--- src/hw/spf_pkg.sv ---
package spf_pkg;
	// register byte addresses
	localparam logic [31:0] SPF_RX_DATA_ADDR   = 32'hFFFF0A04;
	localparam logic [31:0] SPF_TX_DATA_ADDR   = 32'hFFFF0A08;
	localparam logic [31:0] SPF_BAUD_ADDR      = 32'hFFFF0A0C;
	localparam logic [31:0] SPF_CTRL_ADDR      = 32'hFFFF0A10;
	localparam logic [31:0] SPF_IRQ_STS_ADDR   = 32'hFFFF0A14;
	localparam logic [31:0] SPF_IRQ_MASK_ADDR  = 32'hFFFF0A18;
	localparam logic [31:0] SPF_LEVEL_ADDR     = 32'hFFFF0A1C;
	// reset values
	localparam logic [15:0] SPF_CTRL_RESET     = 16'h0000;
	localparam logic [7:0]  SPF_BAUD_RESET     = 8'h00;
	localparam logic [7:0]  SPF_DATA_RESET     = 8'h00;
	localparam logic [3:0]  SPF_IRQ_RESET      = 4'h0;
	localparam logic [7:0]  SPF_ZERO_FILL      = 8'h00;
	// port_control field positions (match spf_ctrl_s)
	localparam int SPF_CTRL_MODE_LSB = 14;
	localparam int SPF_CTRL_TFLUSH   = 13;
	localparam int SPF_CTRL_RFLUSH   = 12;
	localparam int SPF_CTRL_CONT     = 11;
	localparam int SPF_CTRL_LOOP     = 10;
	localparam int SPF_CTRL_MISO_EN  = 9;
	localparam int SPF_CTRL_OVWR     = 8;
	localparam int SPF_CTRL_ZFILL    = 7;
	localparam int SPF_CTRL_TRIG     = 6;
	localparam int SPF_CTRL_LSBF     = 5;
	localparam int SPF_CTRL_WOR      = 4;
	localparam int SPF_CTRL_CPOL     = 3;
	localparam int SPF_CTRL_CPHA     = 2;
	localparam int SPF_CTRL_MASTER   = 1;
	localparam int SPF_CTRL_EN       = 0;
	// interrupt status bit positions
	localparam int SPF_IRQ_TX  = 0;
	localparam int SPF_IRQ_RX  = 1;
	localparam int SPF_IRQ_OVF = 2;
	localparam int SPF_IRQ_UNF = 3;
	// timing and sizes
	localparam int SPF_FIFO_DEPTH   = 4;
	localparam int SPF_HALF_PER_BYTE = 16;
	localparam int SPF_STALL_HALVES = 2;

	typedef struct packed {
		logic [1:0] irq_threshold_mode;
		logic       tx_fifo_flush;
		logic       rx_fifo_flush;
		logic       continuous_transfer;
		logic       loopback_enable;
		logic       miso_enable;
		logic       rx_overwrite;
		logic       zero_fill_enable;
		logic       transfer_trigger_mode;
		logic       lsb_first;
		logic       wired_or;
		logic       cpol;
		logic       cpha;
		logic       master;
		logic       enable;
	} spf_ctrl_s;

	// synchronised pin levels
	typedef struct packed {
		logic cs_n;
		logic miso;
		logic mosi;
		logic sclk;
	} spf_pins_s;

	typedef enum logic [1:0] {
		SPF_IDLE,
		SPF_XFER,
		SPF_STALL
	} spf_state_e;
endpackage

--- src/hw/spf_spi_fifo_control.sv ---
// Implementation choice: the Avalon-MM slave port.
`timescale 1ns/1ps
module spf_spi_fifo_control
	import spf_pkg::*;
#(
	parameter int DEPTH = SPF_FIFO_DEPTH
) (
	input  wire logic        clk_in,
	input  wire logic        rst_in,
	input  wire logic        ce_in,
	input  wire logic [31:0] avs_address_in,
	input  wire logic        avs_read_in,
	input  wire logic        avs_write_in,
	input  wire logic [31:0] avs_writedata_in,
	input  wire logic [3:0]  avs_byteenable_in,
	output logic      [31:0] avs_readdata_out,
	output logic             avs_waitrequest_out,
	output logic             irq_out,
	input  wire logic        sclk_in,
	output logic             sclk_out,
	output logic             sclk_oe_out,
	input  wire logic        mosi_in,
	output logic             mosi_out,
	output logic             mosi_oe_out,
	input  wire logic        miso_in,
	output logic             miso_out,
	output logic             miso_oe_out,
	input  wire logic        cs_n_in,
	output logic             cs_n_out,
	output logic             cs_n_oe_out
);
	localparam int PW = (DEPTH > 1) ? $clog2(DEPTH) : 1;
	localparam int CW = $clog2(DEPTH + 1);
	localparam logic [CW-1:0] FULL = CW'(DEPTH);

	// thresholds reach four bytes, pointers wrap by overflow
	if (DEPTH < 4 || (DEPTH & (DEPTH - 1)) != 0) begin : g_bad_depth
		$error("DEPTH must be a power of two of at least 4");
	end

	// true when a fifo level exceeds mode, i.e. holds mode+1 bytes
	function automatic logic thr_met(input logic [CW-1:0] n, input logic [1:0] m);
		thr_met = n > CW'(m);
	endfunction

	// ---------------- bus side state ----------------
	logic [15:0] ctrl_q, ctrl_d;          // port_control
	logic [7:0]  baud_q, baud_d;          // baud_select
	logic [3:0]  mask_q, mask_d;          // interrupt mask
	logic        ack_q, ack_d;            // second cycle of an access
	logic [31:0] rdata_q, rdata_d;        // registered read data
	spf_ctrl_s   c;                       // decoded control
	logic        req;                     // request present
	logic        acc;                     // request accepted this edge
	logic        tx_wr;                   // accepted tx_data write
	logic        rx_rd;                   // accepted rx_data read
	logic [3:0]  sts_clr;                 // write-one-to-clear bits

	// ---------------- engine state ----------------
	logic [7:0]    txm_q [DEPTH];         // tx fifo storage
	logic [7:0]    txm_d [DEPTH];
	logic [7:0]    rxm_q [DEPTH];         // rx fifo storage
	logic [7:0]    rxm_d [DEPTH];
	logic [PW-1:0] tx_rp_q, tx_rp_d;      // tx head index
	logic [PW-1:0] rx_rp_q, rx_rp_d;      // rx head index
	logic [CW-1:0] tx_n_q, tx_n_d;        // tx valid bytes
	logic [CW-1:0] rx_n_q, rx_n_d;        // rx valid bytes
	spf_state_e    st_q, st_d;            // master sequencer
	logic [7:0]    div_q, div_d;          // half period divider
	logic [4:0]    ph_q, ph_d;            // half periods in byte
	logic [3:0]    bits_q, bits_d;        // bits sampled
	logic [7:0]    txsh_q, txsh_d;        // transmit shifter
	logic [7:0]    rxsh_q, rxsh_d;        // receive shifter
	logic [7:0]    last_q, last_d;        // last byte shifted out
	logic          cs_q, cs_d;            // master chip select, low active
	logic          sclkl_q, sclkl_d;      // master clock, before polarity
	logic          pend_q, pend_d;        // start requested by rx read
	logic          keep_q, keep_d;        // master continues after byte
	logic [1:0]    sent_q, sent_d;        // bytes sent toward tx irq
	logic [3:0]    sts_q, sts_d;          // sticky interrupt status
	spf_pins_s     s1_q, s2_q, s3_q;      // pin synchroniser stages
	spf_pins_s     filt_q, filt_d;        // accepted pin levels

	// engine temporaries
	logic          slave_act, tick, lead, trail, smp, shf, done;
	logic          obit, bit_in, ld, go, slave_start;
	logic [7:0]    nb, rnew;
	logic [3:0]    sts_set;

	assign c = spf_ctrl_s'(ctrl_q);
	assign req = avs_read_in | avs_write_in;
	assign acc = req & ack_q & ce_in;
	// one wait cycle per access; frozen clock enable keeps the wait
	assign avs_waitrequest_out = req & ~(ack_q & ce_in);
	assign avs_readdata_out = rdata_q;
	assign tx_wr = acc & avs_write_in & avs_byteenable_in[0]
		& (avs_address_in == SPF_TX_DATA_ADDR);
	assign rx_rd = acc & avs_read_in & (avs_address_in == SPF_RX_DATA_ADDR);

	// register decode and read mux
	always_comb begin
		ctrl_d  = ctrl_q;
		baud_d  = baud_q;
		mask_d  = mask_q;
		sts_clr = 4'h0;
		rdata_d = rdata_q;
		ack_d   = req & ~ack_q;
		if (acc && avs_write_in) begin
			case (avs_address_in)
				SPF_CTRL_ADDR: begin
					if (avs_byteenable_in[0]) ctrl_d[7:0] = avs_writedata_in[7:0];
					if (avs_byteenable_in[1]) ctrl_d[15:8] = avs_writedata_in[15:8];
				end
				SPF_BAUD_ADDR: begin
					if (avs_byteenable_in[0]) baud_d = avs_writedata_in[7:0];
				end
				SPF_IRQ_MASK_ADDR: begin
					if (avs_byteenable_in[0]) mask_d = avs_writedata_in[3:0];
				end
				SPF_IRQ_STS_ADDR: begin
					if (avs_byteenable_in[0]) sts_clr = avs_writedata_in[3:0];
				end
				default: begin
					// unmapped or read-only: write ignored
				end
			endcase
		end
		// data captured in the wait cycle, stands while waitrequest is low
		if (avs_read_in && !ack_q) begin
			case (avs_address_in)
				SPF_RX_DATA_ADDR:  rdata_d = {24'h000000, rxm_q[rx_rp_q]};
				SPF_BAUD_ADDR:     rdata_d = {24'h000000, baud_q};
				SPF_CTRL_ADDR:     rdata_d = {16'h0000, ctrl_q};
				SPF_IRQ_STS_ADDR:  rdata_d = {28'h0000000, sts_q};
				SPF_IRQ_MASK_ADDR: rdata_d = {28'h0000000, mask_q};
				SPF_LEVEL_ADDR:    rdata_d = {16'h0000, 8'(tx_n_q), 8'(rx_n_q)};
				default:           rdata_d = 32'h00000000;
			endcase
		end
	end

	// bus side registers
	always_ff @(posedge clk_in) begin
		if (rst_in) begin
			ctrl_q  <= SPF_CTRL_RESET;
			baud_q  <= SPF_BAUD_RESET;
			mask_q  <= SPF_IRQ_RESET;
			ack_q   <= 1'b0;
			rdata_q <= 32'h00000000;
		end else if (ce_in) begin
			ctrl_q  <= ctrl_d;
			baud_q  <= baud_d;
			mask_q  <= mask_d;
			ack_q   <= ack_d;
			rdata_q <= rdata_d;
		end
	end

	// pin synchroniser: three stages, second and third must agree
	always_ff @(posedge clk_in) begin
		if (rst_in) begin
			s1_q <= 4'h8;
			s2_q <= 4'h8;
			s3_q <= 4'h8;
		end else if (ce_in) begin
			s1_q <= {cs_n_in, miso_in, mosi_in, sclk_in};
			s2_q <= s1_q;
			s3_q <= s2_q;
		end
	end

	// serial engine, fifos and interrupt status
	always_comb begin
		txm_d   = txm_q;
		rxm_d   = rxm_q;
		tx_rp_d = tx_rp_q;
		rx_rp_d = rx_rp_q;
		tx_n_d  = tx_n_q;
		rx_n_d  = rx_n_q;
		st_d    = st_q;
		div_d   = div_q;
		ph_d    = ph_q;
		bits_d  = bits_q;
		txsh_d  = txsh_q;
		rxsh_d  = rxsh_q;
		last_d  = last_q;
		cs_d    = cs_q;
		sclkl_d = sclkl_q;
		pend_d  = pend_q;
		keep_d  = keep_q;
		sent_d  = sent_q;
		sts_set = 4'h0;
		ld      = 1'b0;
		go      = keep_q;
		nb      = last_q;
		// filter: accept a level once stages two and three agree
		filt_d  = filt_q;
		for (int i = 0; i < 4; i++) begin
			if (s2_q[i] == s3_q[i]) filt_d[i] = s3_q[i];
		end
		slave_act   = c.enable & ~c.master & ~filt_q.cs_n;
		slave_start = c.enable & ~c.master & filt_q.cs_n & ~filt_d.cs_n;
		tick = (st_q == SPF_XFER) && (div_q == baud_q);
		if (c.master) begin
			lead  = tick & ~ph_q[0];
			trail = tick & ph_q[0];
		end else begin
			lead  = slave_act & (filt_d.sclk != filt_q.sclk) & (filt_d.sclk != c.cpol);
			trail = slave_act & (filt_d.sclk != filt_q.sclk) & (filt_d.sclk == c.cpol);
		end
		smp  = c.cpha ? trail : lead;
		shf  = c.cpha ? lead : trail;
		obit = c.lsb_first ? txsh_q[0] : txsh_q[7];
		// loopback returns our own output bit instead of the pin
		if (c.loopback_enable) bit_in = obit;
		else if (c.master) bit_in = filt_q.miso;
		else bit_in = filt_q.mosi;
		rnew = c.lsb_first ? {bit_in, rxsh_q[7:1]} : {rxsh_q[6:0], bit_in};
		done = smp && (bits_q == 4'h7);

		// software pops the rx head; read-trigger mode requests a byte
		if (rx_rd && rx_n_q != '0) begin
			rx_rp_d = rx_rp_q + PW'(1);
			rx_n_d  = rx_n_q - CW'(1);
		end
		if (rx_rd && !c.transfer_trigger_mode) pend_d = 1'b1;
		// software push; dropped while flushing or full
		if (tx_wr && !c.tx_fifo_flush && tx_n_q != FULL) begin
			txm_d[tx_rp_q + PW'(tx_n_q)] = avs_writedata_in[7:0];
			tx_n_d = tx_n_q + CW'(1);
		end

		// shifters
		if (smp) begin
			rxsh_d = rnew;
			bits_d = bits_q + 4'h1;
		end
		if (shf && bits_q != 4'h0) begin
			txsh_d = c.lsb_first ? {1'b0, txsh_q[7:1]} : {txsh_q[6:0], 1'b0};
		end
		if (done) begin
			bits_d = 4'h0;
			// received byte, unless incoming data is being ignored
			if (!c.rx_fifo_flush) begin
				if (rx_n_d != FULL) begin
					rxm_d[rx_rp_q + PW'(rx_n_q)] = rnew;
					rx_n_d = rx_n_d + CW'(1);
					if (!c.transfer_trigger_mode && thr_met(rx_n_d, c.irq_threshold_mode))
						sts_set[SPF_IRQ_RX] = 1'b1;
				end else begin
					sts_set[SPF_IRQ_OVF] = 1'b1;
					if (c.rx_overwrite) rxm_d[rx_rp_q + PW'(rx_n_q) - PW'(1)] = rnew;
				end
			end
			// count bytes sent toward the tx interrupt
			if (c.transfer_trigger_mode) begin
				if (sent_q == c.irq_threshold_mode) begin
					sent_d = 2'b00;
					sts_set[SPF_IRQ_TX] = 1'b1;
				end else begin
					sent_d = sent_q + 2'b01;
				end
			end
			// slaves reload at once; masters only when continuing
			go = c.continuous_transfer && tx_n_q != '0 && !c.tx_fifo_flush;
			keep_d = go;
			ld = ~c.master | go;
		end
		if (slave_start) begin
			ld = 1'b1;
			bits_d = 4'h0;
		end

		// master sequencer
		case (st_q)
			SPF_IDLE: begin
				cs_d = 1'b1;
				sclkl_d = 1'b0;
				if (c.enable && c.master && (c.transfer_trigger_mode ? tx_n_q != '0 : pend_q)) begin
					st_d = SPF_XFER;
					cs_d = 1'b0;
					ld = 1'b1;
					pend_d = 1'b0;
					div_d = 8'h00;
					ph_d = 5'd0;
					bits_d = 4'h0;
					keep_d = 1'b0;
				end
			end
			SPF_XFER: begin
				if (tick) begin
					div_d = 8'h00;
					sclkl_d = ~sclkl_q;
					if (ph_q == 5'(SPF_HALF_PER_BYTE - 1)) begin
						ph_d = 5'd0;
						if (!go) begin
							// single byte or fifo drained: release and stall
							st_d = SPF_STALL;
							cs_d = 1'b1;
						end
					end else begin
						ph_d = ph_q + 5'd1;
					end
				end else begin
					div_d = div_q + 8'h01;
				end
			end
			SPF_STALL: begin
				// one serial clock idle before the next byte may start
				if (div_q == baud_q) begin
					div_d = 8'h00;
					ph_d = ph_q + 5'd1;
					if (ph_q == 5'(SPF_STALL_HALVES - 1)) st_d = SPF_IDLE;
				end else begin
					div_d = div_q + 8'h01;
				end
			end
			default: st_d = SPF_IDLE;
		endcase
		// disabling or leaving master mode aborts the sequence
		if (!c.enable || !c.master) begin
			st_d = SPF_IDLE;
			cs_d = 1'b1;
		end

		// next byte: fifo head, else zero fill or repeat
		if (ld) begin
			if (tx_n_q != '0) begin
				nb = txm_q[tx_rp_q];
				tx_rp_d = tx_rp_q + PW'(1);
				tx_n_d = tx_n_d - CW'(1);
			end else begin
				nb = c.zero_fill_enable ? SPF_ZERO_FILL : last_q;
				if (!c.tx_fifo_flush) sts_set[SPF_IRQ_UNF] = 1'b1;
			end
			txsh_d = nb;
			last_d = nb;
		end

		// level-held flushes win over any push or pop
		if (c.tx_fifo_flush) begin
			tx_n_d = '0;
			tx_rp_d = '0;
		end
		if (c.rx_fifo_flush) begin
			rx_n_d = '0;
			rx_rp_d = '0;
			// no interrupt of any kind while incoming data is ignored
			sts_set = 4'h0;
		end
		// set beats a clear arriving in the same cycle
		sts_d = (sts_q & ~sts_clr) | sts_set;
	end

	// engine registers
	always_ff @(posedge clk_in) begin
		if (rst_in) begin
			for (int i = 0; i < DEPTH; i++) begin
				txm_q[i] <= SPF_DATA_RESET;
				rxm_q[i] <= SPF_DATA_RESET;
			end
			tx_rp_q <= '0;
			rx_rp_q <= '0;
			tx_n_q  <= '0;
			rx_n_q  <= '0;
			st_q    <= SPF_IDLE;
			div_q   <= 8'h00;
			ph_q    <= 5'd0;
			bits_q  <= 4'h0;
			txsh_q  <= SPF_DATA_RESET;
			rxsh_q  <= SPF_DATA_RESET;
			last_q  <= SPF_DATA_RESET;
			cs_q    <= 1'b1;
			sclkl_q <= 1'b0;
			pend_q  <= 1'b0;
			keep_q  <= 1'b0;
			sent_q  <= 2'b00;
			sts_q   <= SPF_IRQ_RESET;
			filt_q  <= 4'h8;
		end else if (ce_in) begin
			txm_q   <= txm_d;
			rxm_q   <= rxm_d;
			tx_rp_q <= tx_rp_d;
			rx_rp_q <= rx_rp_d;
			tx_n_q  <= tx_n_d;
			rx_n_q  <= rx_n_d;
			st_q    <= st_d;
			div_q   <= div_d;
			ph_q    <= ph_d;
			bits_q  <= bits_d;
			txsh_q  <= txsh_d;
			rxsh_q  <= rxsh_d;
			last_q  <= last_d;
			cs_q    <= cs_d;
			sclkl_q <= sclkl_d;
			pend_q  <= pend_d;
			keep_q  <= keep_d;
			sent_q  <= sent_d;
			sts_q   <= sts_d;
			filt_q  <= filt_d;
		end
	end

	// pins; wired-or mode only ever pulls data lines low
	assign irq_out     = |(sts_q & mask_q);
	assign sclk_out    = sclkl_q ^ c.cpol;
	assign sclk_oe_out = c.enable & c.master;
	assign cs_n_out    = cs_q;
	assign cs_n_oe_out = c.enable & c.master;
	assign mosi_out    = obit;
	assign mosi_oe_out = c.enable & c.master & (~c.wired_or | ~obit);
	assign miso_out    = obit;
	assign miso_oe_out = slave_act & c.miso_enable & (~c.wired_or | ~obit);
endmodule

--- config.mk ---
export PLATFORM = sky130hd
export DESIGN_NAME = spf_spi_fifo_control
export DESIGN_NICKNAME = d
export VERILOG_FILES = /design/src/hw/spf_pkg.sv /design/src/hw/spf_spi_fifo_control.sv
export SDC_FILE = /design/constraint.sdc
export NUM_CORES = 1
export LEC_CHECK = 0
export BUFFER_PORTS_ARGS = -buffer_cell sky130_fd_sc_hd__buf_2
export CAP_MARGIN = 20
export CORE_MARGIN = 2
export CORE_UTILIZATION = 33
export CTS_BUF_LIST = sky130_fd_sc_hd__clkbuf_8
export CTS_CLUSTER_DIAMETER = 40
export CTS_CLUSTER_SIZE = 30
export DETAILED_ROUTE_END_ITERATION = 7
export GPL_TIMING_DRIVEN = 0
export MAX_ROUTING_LAYER = met4
export REMOVE_ABC_BUFFERS = 1
export SLEW_MARGIN = 20
export SYNTH_ARGS = -nofsm -noshare
export SYNTH_HDL_FRONTEND = slang
export SYNTH_SLANG_ARGS = --single-unit
--- constraint.sdc ---
create_clock -name clk_in -period 6.1 [get_ports clk_in]
set_input_delay 0.305 -clock clk_in [delete_from_list [all_inputs] [get_ports clk_in]]
set_output_delay 0.305 -clock clk_in [all_outputs]
set_load 0.02 [all_outputs]
==> results by stage, run 1 <==
CTS:
- The count of cells resized by post-cts repair is 0.
- The maximum count of clock buffers along a single path is 2.
- The root buffer cell chosen for the clock tree is sky130_fd_sc_hd__clkbuf_8.
- After clock tree synthesis, the clock-pin slew on the worst setup and hold paths is 0.11 ns.
- TritonCTS built the clock tree.
- The number of buffers inserted during clock tree synthesis is 17.
- The clock network latency to the later pin of the worst-skew pair is 0.49 ns.
- The number of setup buffers added after CTS is 0.
- Clock tree synthesis found a total of 188 sinks.
- The H-tree was split into 4 levels.
- The hold buffer count at CTS is 0.

Route:
- The count of nets left with antenna violations once routing finished came out at 0.
- The detailed router finished its first iteration with 600 violations.
- For this run, design rule violations remaining after detail routing come to 0.
- The total wirelength of the detailed-routed design is 26900 um.
- Using the TritonRoute via totals, the vias-per-cell ratio works out to 5.32.
- The routed wirelength normalized by instance count is 17.3 um.
- The first detailed-routing pass took 5 iterations.
- The via count is 8292.

Timing:
- Measured against its own limit, the worst slew margin works out to 26.2%.
- The clock period minus final worst setup slack is 4.09 ns.
- The top achievable clock speed is 244 MHz.
- The hold violation total from the final report came to 0.
- Final hold analysis gives a worst-case slack of 0.0435 ns.
- The final setup violation count is 0.
- The final count of pins violating max slew is 0.
- The final critical path takes up 67.1% of the cycle.
- The final worst slack is 2.01 ns.
- Setup repair after global routing left no endpoint under its margin.
- The final worst clock skew is 0.0257 ns.
- For the pin with the worst max-slew slack, the measured transition is 1.10 ns.
- Adding up every negative setup slack in the final design gives 0 ns.

GRT:
- Global routing consumed, over all layers together, 17.6% of the routing resources.
- The met2 track demand over resource in global routing is 27.9%.
- After global routing, the most crowded layer is met2.
- The wire length of the first global-routing pass is 42100 um.
- The via count of the first global-routing pass came to 7599.
- The remaining global-route overflow is 0.
- The number of antenna violations at the first check in global routing is 0.
- The met3 routing resource usage after global routing is 2.79%.
- Entering global routing, the biggest net connects 112 pins.
- The global routing usage on met1 is 23.4%.

Floorplanning:
- The floorplan step defined a core boundary enclosing 29600 um2.
- The initial utilization of the core area, before any placement, comes to 33.4%.
- The floorplan step set the die width to 177 um.
- The total die area is 31400 um2.
- The number of I/O pins is 119.
- The die span in y is 177 um.
- In this run the core area contains 63 standard-cell rows.

Logic synthesis:
- The commonest cells after synthesis are 188 x sky130_fd_sc_hd__dfxtp_1, 135 x sky130_fd_sc_hd__nor2_1, 113 x sky130_fd_sc_hd__mux2i_1.
- Sorting the synthesized cells by area gives the leading types as sky130_fd_sc_hd__dfxtp_1 38%, sky130_fd_sc_hd__mux2i_1 11%, sky130_fd_sc_hd__nor2_1 5.1%.
- The register bit total from synthesis is 188.
- The Yosys step of the flow raised 0 warnings.
- In this run the mean area of a mapped cell was 8.87 um2.
- The most common cell in the synthesized netlist is sky130_fd_sc_hd__dfxtp_1.
- The number of distinct library cells after synthesis is 81.
- The leading area contributor after synthesis is sky130_fd_sc_hd__dfxtp_1.
- The number of synthesized flops with an enable pin is 0.
- The cell area that synthesis handed to floorplanning was 9910 um2.
- In the synthesized netlist the async set-or-reset flop fraction comes to 0%.
- Summing the sequential cell areas from Yosys gives 38.0% of the chip area.
- The fraction of synthesized cell area taken by the top area cell type is 38.0%.
- Among all flip-flop cells after synthesis, the most frequent one is sky130_fd_sc_hd__dfxtp_1.
- After technology mapping, the gate count stands at 1117.

Power:
- The analysis attributes to cell leakage a power of 4.03 nW.
- The total power after layout is 2.25 mW.
- The worst-case IR drop observed on VDD is 0.0985 mV.
- Dividing total power by cell area gives a power density of 205 nW/um2.

Finish:
- The area overhead of the layout relative to synthesis is 10.7%.
- The number of antenna diodes in the final layout is 0.
- At the end of the flow, the number of nets in the layout was 1254.
- Cells with a size suffix above 1 make up 15.5% of the layout.

Critical path:
- Along the worst path, the maximum fanout reaches 42.
- The most used cell along the critical path is sky130_fd_sc_hd__mux2i_1.
- The signal on the critical path passes through buf_2, and3_1, o2111ai_1, nor3_2, mux2i_1, inv_1, ha_1, nand2_1, mux2i_2, nor4b_2, a41oi_2, mux2i_1.
- STA classifies the critical path startpoint as an input pin.
- By startpoint and endpoint, the worst setup path is classified as input pin to flop.
- On the worst path, the slowest cell contributes a delay of 0.68 ns.
- The endpoint arrival time on the critical path is 4.50 ns.
- The kind of end point of the critical path is a flop.
- The critical path buffer and inverter count is 2.
- The library cell contributing the largest single delay on the critical path is sky130_fd_sc_hd__buf_2.
- Among cell families on the critical path, the largest total delay comes from simple AND/OR/NAND/NOR gates.
- The critical path required time is 6.51 ns.

Status:
- The flow ran to the end, and the final reports show no timing, DRC or antenna violations.

Flow run:
- The max-capacitance violation count is 0.

Place:
- Port buffering added 84 buffers.
- Prior to clock tree synthesis, the placed netlist has a worst setup slack of 1.54 ns.
- Detailed placement ended at an HPWL of 19400 um.
- Routability-driven placement finished with a final weighted congestion of 0.886.

Worst hold path:
- The worst hold path belongs to the class input pin to flop.
[report_power, final]
| part | switching, mW | internal, mW |
|---|---|---|
| clock | 0.492 | 0.414 |
| combinational | 0.0750 | 0.0307 |
| sequential | 0.00424 | 1.23 |
[stage by stage]
stage / utilization (%) / cells / area, um2
floorplan: - / 1049 / 9560
global placement: 35.3 / 1523 / 10500
detailed placement: 35.6 / 1526 / 10500
CTS: 37.0 / 1558 / 11000
global route: 37.0 / 1558 / 11000
finish: 37.0 / 1558 / 11000
[worst min-delay path: stages]
cell and delay [ns]:
sky130_fd_sc_hd__buf_2 0.08, sky130_fd_sc_hd__mux2i_1 0.06, sky130_fd_sc_hd__nand2_1 0.06
[registers in the layout, summed over array words and instances (netlist names), 3 cells and up]
name,flops
bits_q,4
sts_q,4
s1_q,4
rxsh_q,8
c,16
txsh_q,8
s3_q,4
rx_n_q,3
s2_q,4
mask_q,4
ph_q,5
filt_q,4
tx_n_q,3
div_q,8
avs_readdata_out,16
rxm_q,32
last_q,8
txm_q,32
baud_q,8
[layer usage]
layer | routed length [um] | up-vias
met5 | 0 | -
met4 | 512 | 0
met3 | 1160 | 29
met2 | 12600 | 191
met1 | 12700 | 4006
li1 | - | 4066
[area by class of cell]
class / instances / area, um2
Clock buffer: 17 / 234
Clock inverter: 15 / 185
Fill cell: 3087 / 18700
Inverter: 34 / 128
Multi-Input combinational cell: 827 / 5680
Sequential cell: 188 / 3760
Tap cell: 390 / 488
Timing Repair Buffer: 87 / 489
[placed cells by master, fill, tap and decap left out, types with 17 or more instances in the layout]
master,n
sky130_fd_sc_hd__nor2_1,135
sky130_fd_sc_hd__dfxtp_1,188
sky130_fd_sc_hd__buf_2,83
sky130_fd_sc_hd__a211oi_1,23
sky130_fd_sc_hd__inv_1,34
sky130_fd_sc_hd__xnor2_1,19
sky130_fd_sc_hd__o21ai_0,42
sky130_fd_sc_hd__nand2_1,99
sky130_fd_sc_hd__mux2i_1,113
sky130_fd_sc_hd__clkbuf_8,17
sky130_fd_sc_hd__a21oi_1,79
sky130_fd_sc_hd__ha_1,22
sky130_fd_sc_hd__nand3_1,34
[cell families after synthesis]
family                   count (synthesis)  synth area share [%]
AO/OA/AOI/OAI                          229                  15.2
XOR/XNOR                                24                  2.12
adder cells (fa/ha/maj)                 22                  2.78
buffers and inverters                  117                  5.33
flip-flops                             188                  38.0
multiplexers                           140                  16.3
other                                    1                0.0378
AND/OR/NAND/NOR                        396                  20.2
[worst paths after layout]
path	from	end	slack, ns	cells after the start
setup / recovery	ce_in	rxm_q[31]$_SDFFE_PP0P_	2.01	12
hold / removal	cs_n_in	s1_q[3]$_SDFFE_PP1P_	0.04	3
setup reg to reg	rx_n_q[0]$_SDFFE_PP0P_	rxm_q[31]$_SDFFE_PP0P_	2.20	13
hold reg to reg	avs_readdata_out[12]$_SDFFE_PP0P_	avs_readdata_out[12]$_SDFFE_PP0P_	0.45	2
Power figures use the tool's default switching activity.
==> run 2: changes to the inputs <==
Settings changed: ABC_AREA set to 1.
Clock period 6.1 ns to 3.3 ns, I/O delays scaled along.
==> run 2 against run 1 <==
Count of clock-buffer cells in the layout stayed put. Register-to-register slack worse by 1.9 ns. Synthesized cell count grew 34%. Design area grew 2.4%. Critical endpoint is now ph_q[3]$_SDFFE_PP0P_.
==> results by stage, run 2 <==
Status:
- The run finished with clean final reports.

Place:
- The detailed-placement wirelength estimate is 19600 um.
- The instance count after placement with tap cells included is 1908.
- Prior to clock tree synthesis, the placed netlist has a worst setup slack of -0.131 ns.
- The global placer's final weighted congestion is 0.870.
- Buffers placed on the I/O ports in this run total 84.
- Once placement finished, the instance area stood at 10600 um2.

GRT:
- Global routing used 24.4% of the available met1 tracks.
- The remaining global-route overflow is 0.
- The met2 track demand over resource in global routing is 29.0%.
- The via count of the first global-routing pass is 8615.
- The number of antenna violations at the first check in global routing is 0.
- The overall fraction of global-route tracks in use is 18.5%.
- Entering global routing, the biggest net connects 77 pins.
- The met3 routing resource usage after global routing is 3.39%.
- In this run the most used layer during global routing was met2.
- The wire length of the first global-routing pass is 44900 um.

Logic synthesis:
- The mean instance size in the synthesized netlist is 6.69 um2.
- The number of synthesized flops with an enable pin is 0.
- The most repeated cell in the gate-level netlist after synthesis is sky130_fd_sc_hd__nand2_1.
- Synthesis produced 1494 cells.
- The number of distinct library cells after synthesis is 50.
- The synthesis warning total is 0.
- The mapped netlist covers 10000 um2.
- The predominant post-synthesis flop cell is sky130_fd_sc_hd__dfxtp_1.
- After synthesis, the cell types taking the most area are sky130_fd_sc_hd__dfxtp_1 38%, sky130_fd_sc_hd__nand2_1 12%, sky130_fd_sc_hd__nor2_1 6.9%.
- After synthesis, the share of flip-flops with an asynchronous set or reset is 0%.
- Sequential cells were found to cover 37.6% of the synthesized design area.
- The commonest cells after synthesis are 331 x sky130_fd_sc_hd__nand2_1, 188 x sky130_fd_sc_hd__dfxtp_1, 184 x sky130_fd_sc_hd__nor2_1.
- The leading area contributor after synthesis is sky130_fd_sc_hd__dfxtp_1.
- After synthesis the netlist holds a flip-flop and latch count of 188.
- The fraction of synthesized cell area taken by the top area cell type is 37.6%.

Timing:
- The hold violation total from the final report is 0.
- Setup violations remaining at the end of the flow were counted as 0.
- Across the routed clock network, the largest skew measured is 0.0181 ns.
- The period utilization is 90.6%.
- The normalized max-slew margin is 38.9%.
- Setup repair after global routing left no endpoint under its margin.
- Setup slack closes at 0.310 ns.
- Based on the critical path, the design can be clocked at up to 334 MHz.
- Counting I/O delays and the setup requirement, the final critical path takes 2.99 ns.
- The final count of pins violating max slew is 0.
- At the pin with the least slew margin, the transition time is 0.916 ns.
- Setup total negative slack on the finished layout was measured at 0 ns.
- The worst slack on hold paths is 0.0331 ns.

CTS:
- The clock passes through at most 2 buffers.
- Clock latency on the worst-skew pair, taken at its later pin, is 0.49 ns.
- The number of H-tree levels is 4.
- The cell sitting at the root of the clock tree is a sky130_fd_sc_hd__clkbuf_8.
- The CTS tree is done.
- For this design, the sink count on the clock tree is 188.
- After clock tree synthesis, the clock-pin slew on the worst setup and hold paths is 0.11 ns.
- The number of buffers inserted during clock tree synthesis is 17.

Power:
- The analysis attributes to cell leakage a power of 4.56 nW.
- Across the VDD grid, the largest voltage drop is 0.208 mV.
- The total power after layout is 4.16 mW.
- The power per cell area is 370 nW/um2.

Finish:
- The area overhead of the layout relative to synthesis is 12.3%.
- After the flow finishes, the layout carries non-filler instances totaling 1958.
- For this run, the share of the core covered by cells in the final layout is 37.8%.
- In the final design database the tool counted 1654 nets.
- The largest registers in the layout are rxm_q: 32 flops, txm_q: 32 flops.
- The final standard cell area without fillers is 11200 um2.
- The post-route netlist has 11.1% of its cells at a drive strength greater than 1.
- The library cells used most frequently in the layout, excluding fill and tap cells, are 329 x sky130_fd_sc_hd__nand2_1, 187 x sky130_fd_sc_hd__dfxtp_1, 184 x sky130_fd_sc_hd__nor2_1.
- The leading cell type in the layout, fill and taps excluded is sky130_fd_sc_hd__nand2_1.
- The number of antenna cells inserted is 0.

Critical path:
- The kind of end point of the critical path is a flop.
- For the worst setup path, the data arrival time is 3.36 ns.
- In this design, the critical path's most frequently occurring cell is sky130_fd_sc_hd__inv_1.
- The worst setup path is launched from a flop.
- Data on the critical path is required at its endpoint by 3.67 ns.
- For this run, the slowest stage of the critical path takes 0.45 ns.
- The worst setup path is of the flop to flop kind.
- The critical path goes through inv_1, ha_1, nand2_2, inv_1, nand2_1, o21ai_1, o21ai_0, nand3_1, nor2_4, inv_1, o21ai_1, nor3b_1.
- The library cell contributing the largest single delay on the critical path is sky130_fd_sc_hd__dfxtp_1.
- Along the worst path, the maximum fanout reaches 14.

Floorplanning:
- The die span in y is 178 um.
- In this run the count of I/O pins placed on the die edge is 119.
- The floorplan has 63 rows.
- The die is 178 um wide.
- For this configuration, the core starts out at a cell density of 33.6%.
- The floorplan step defined a die boundary enclosing 31700 um2.
- The core box area is 29700 um2.

Route:
- In this run, the number of DRC markers left after iteration 0 of detailed routing was 772.
- The detailed-router iteration count before antenna repair is 5.
- In this run the remaining antenna-violating nets after routing total 0.
- After detailed routing, the average wire length per cell comes to 14.2 um.
- The total wirelength of the detailed-routed design is 27800 um.
- The post-detailed-route via-to-cell ratio is 4.89.
- For this run, design rule violations remaining after detail routing come to 0.
- The via count is 9576.

Worst hold path:
- The tightest min-delay check is of the input pin to flop type.

Flow run:
- The max-capacitance violation count is 0.
run 2: cell types whose count changed in the layout (fill, tap and decap cells not counted), moves of 44 or more:
cell / change
sky130_fd_sc_hd__a21oi_1: +44
sky130_fd_sc_hd__inv_1: +136
sky130_fd_sc_hd__mux2i_1: -113
sky130_fd_sc_hd__nand2_1: +230
sky130_fd_sc_hd__nand3_1: +59
sky130_fd_sc_hd__nor2_1: +49
sky130_fd_sc_hd__o21ai_0: +83
run 2: worst paths after layout:
kind | startpoint | end | slack, ns | depth (start not counted)
setup / recovery | tx_n_q[1]$_SDFFE_PP0P_ | ph_q[3]$_SDFFE_PP0P_ | 0.31 | 12
hold reg to reg | txm_q[19]$_SDFFE_PP0P_ | txm_q[19]$_SDFFE_PP0P_ | 0.45 | 2
setup reg to reg | tx_n_q[1]$_SDFFE_PP0P_ | ph_q[3]$_SDFFE_PP0P_ | 0.31 | 12
hold / removal | avs_writedata_in[2] | txm_q[2]$_SDFFE_PP0P_ | 0.03 | 3
run 2: cell families (layout without fill, tap and decap cells):
| family | after synthesis | in the layout | synth area share (%) |
|---|---|---|---|
| and+or+nand+nor | 680 | 680 | 29.1 |
| other | 1 | 16 | 0.0375 |
| muxes | 1 | 1 | 0.113 |
| xor gates and xnor gates | 20 | 20 | 1.75 |
| AOI/OAI and AO/OA | 317 | 317 | 17.7 |
| buffers and inverters | 265 | 324 | 11.0 |
| DFF | 188 | 188 | 37.6 |
| adders and majority gates | 22 | 22 | 2.75 |
run 2: where the power goes:
part           total (mW)  leakage (nW)  internal (mW)  switching [mW]
Clock                1.57         0.187          0.625           0.946
Combinational       0.286          2.85         0.0939           0.192
Sequential           2.30          1.52           2.29          0.0133
Total                4.16          4.56           3.01            1.15
run 2: cell type report:
cell class / instances / area (um2)
tap: 390 / 488
clock inverter: 15 / 154
inverter: 188 / 711
sequential: 188 / 3760
timing repair buffer: 104 / 648
multi-input combinational: 1056 / 5230
clock buffer: 17 / 234
fill: 3158 / 18500
run 2: worst max-delay path: cells and delay by family, from the launching register on:
| family | cells | cell delay, ns |
|---|---|---|
| buf+inv | 3 | 0.52 |
| simple gates | 5 | 1.08 |
| compound gates | 3 | 0.61 |
| fa+ha+maj | 1 | 0.21 |
| flops | 1 | 0.45 |
run 2: what timing repair did:
item | 4_1_cts | 5_1_grt
gates resized for setup | 2 | 3
setup buffers | 0 | 1
pin swaps | 0 | 1
hold endpoints to repair | 16 | 1
hold buffers | 16 | 1
setup endpoints to repair | 14 | 21
cloned | 0 | 0
run 2: metal layers:
metal  vias up  part of all wire, %  routed length, um
met3        31                  4.6               1270
met5         -                    0                  0
li1       4951                    -                  -
met4         0                  1.8                491
met2       192                   46              12800
met1      4402                   48              13200
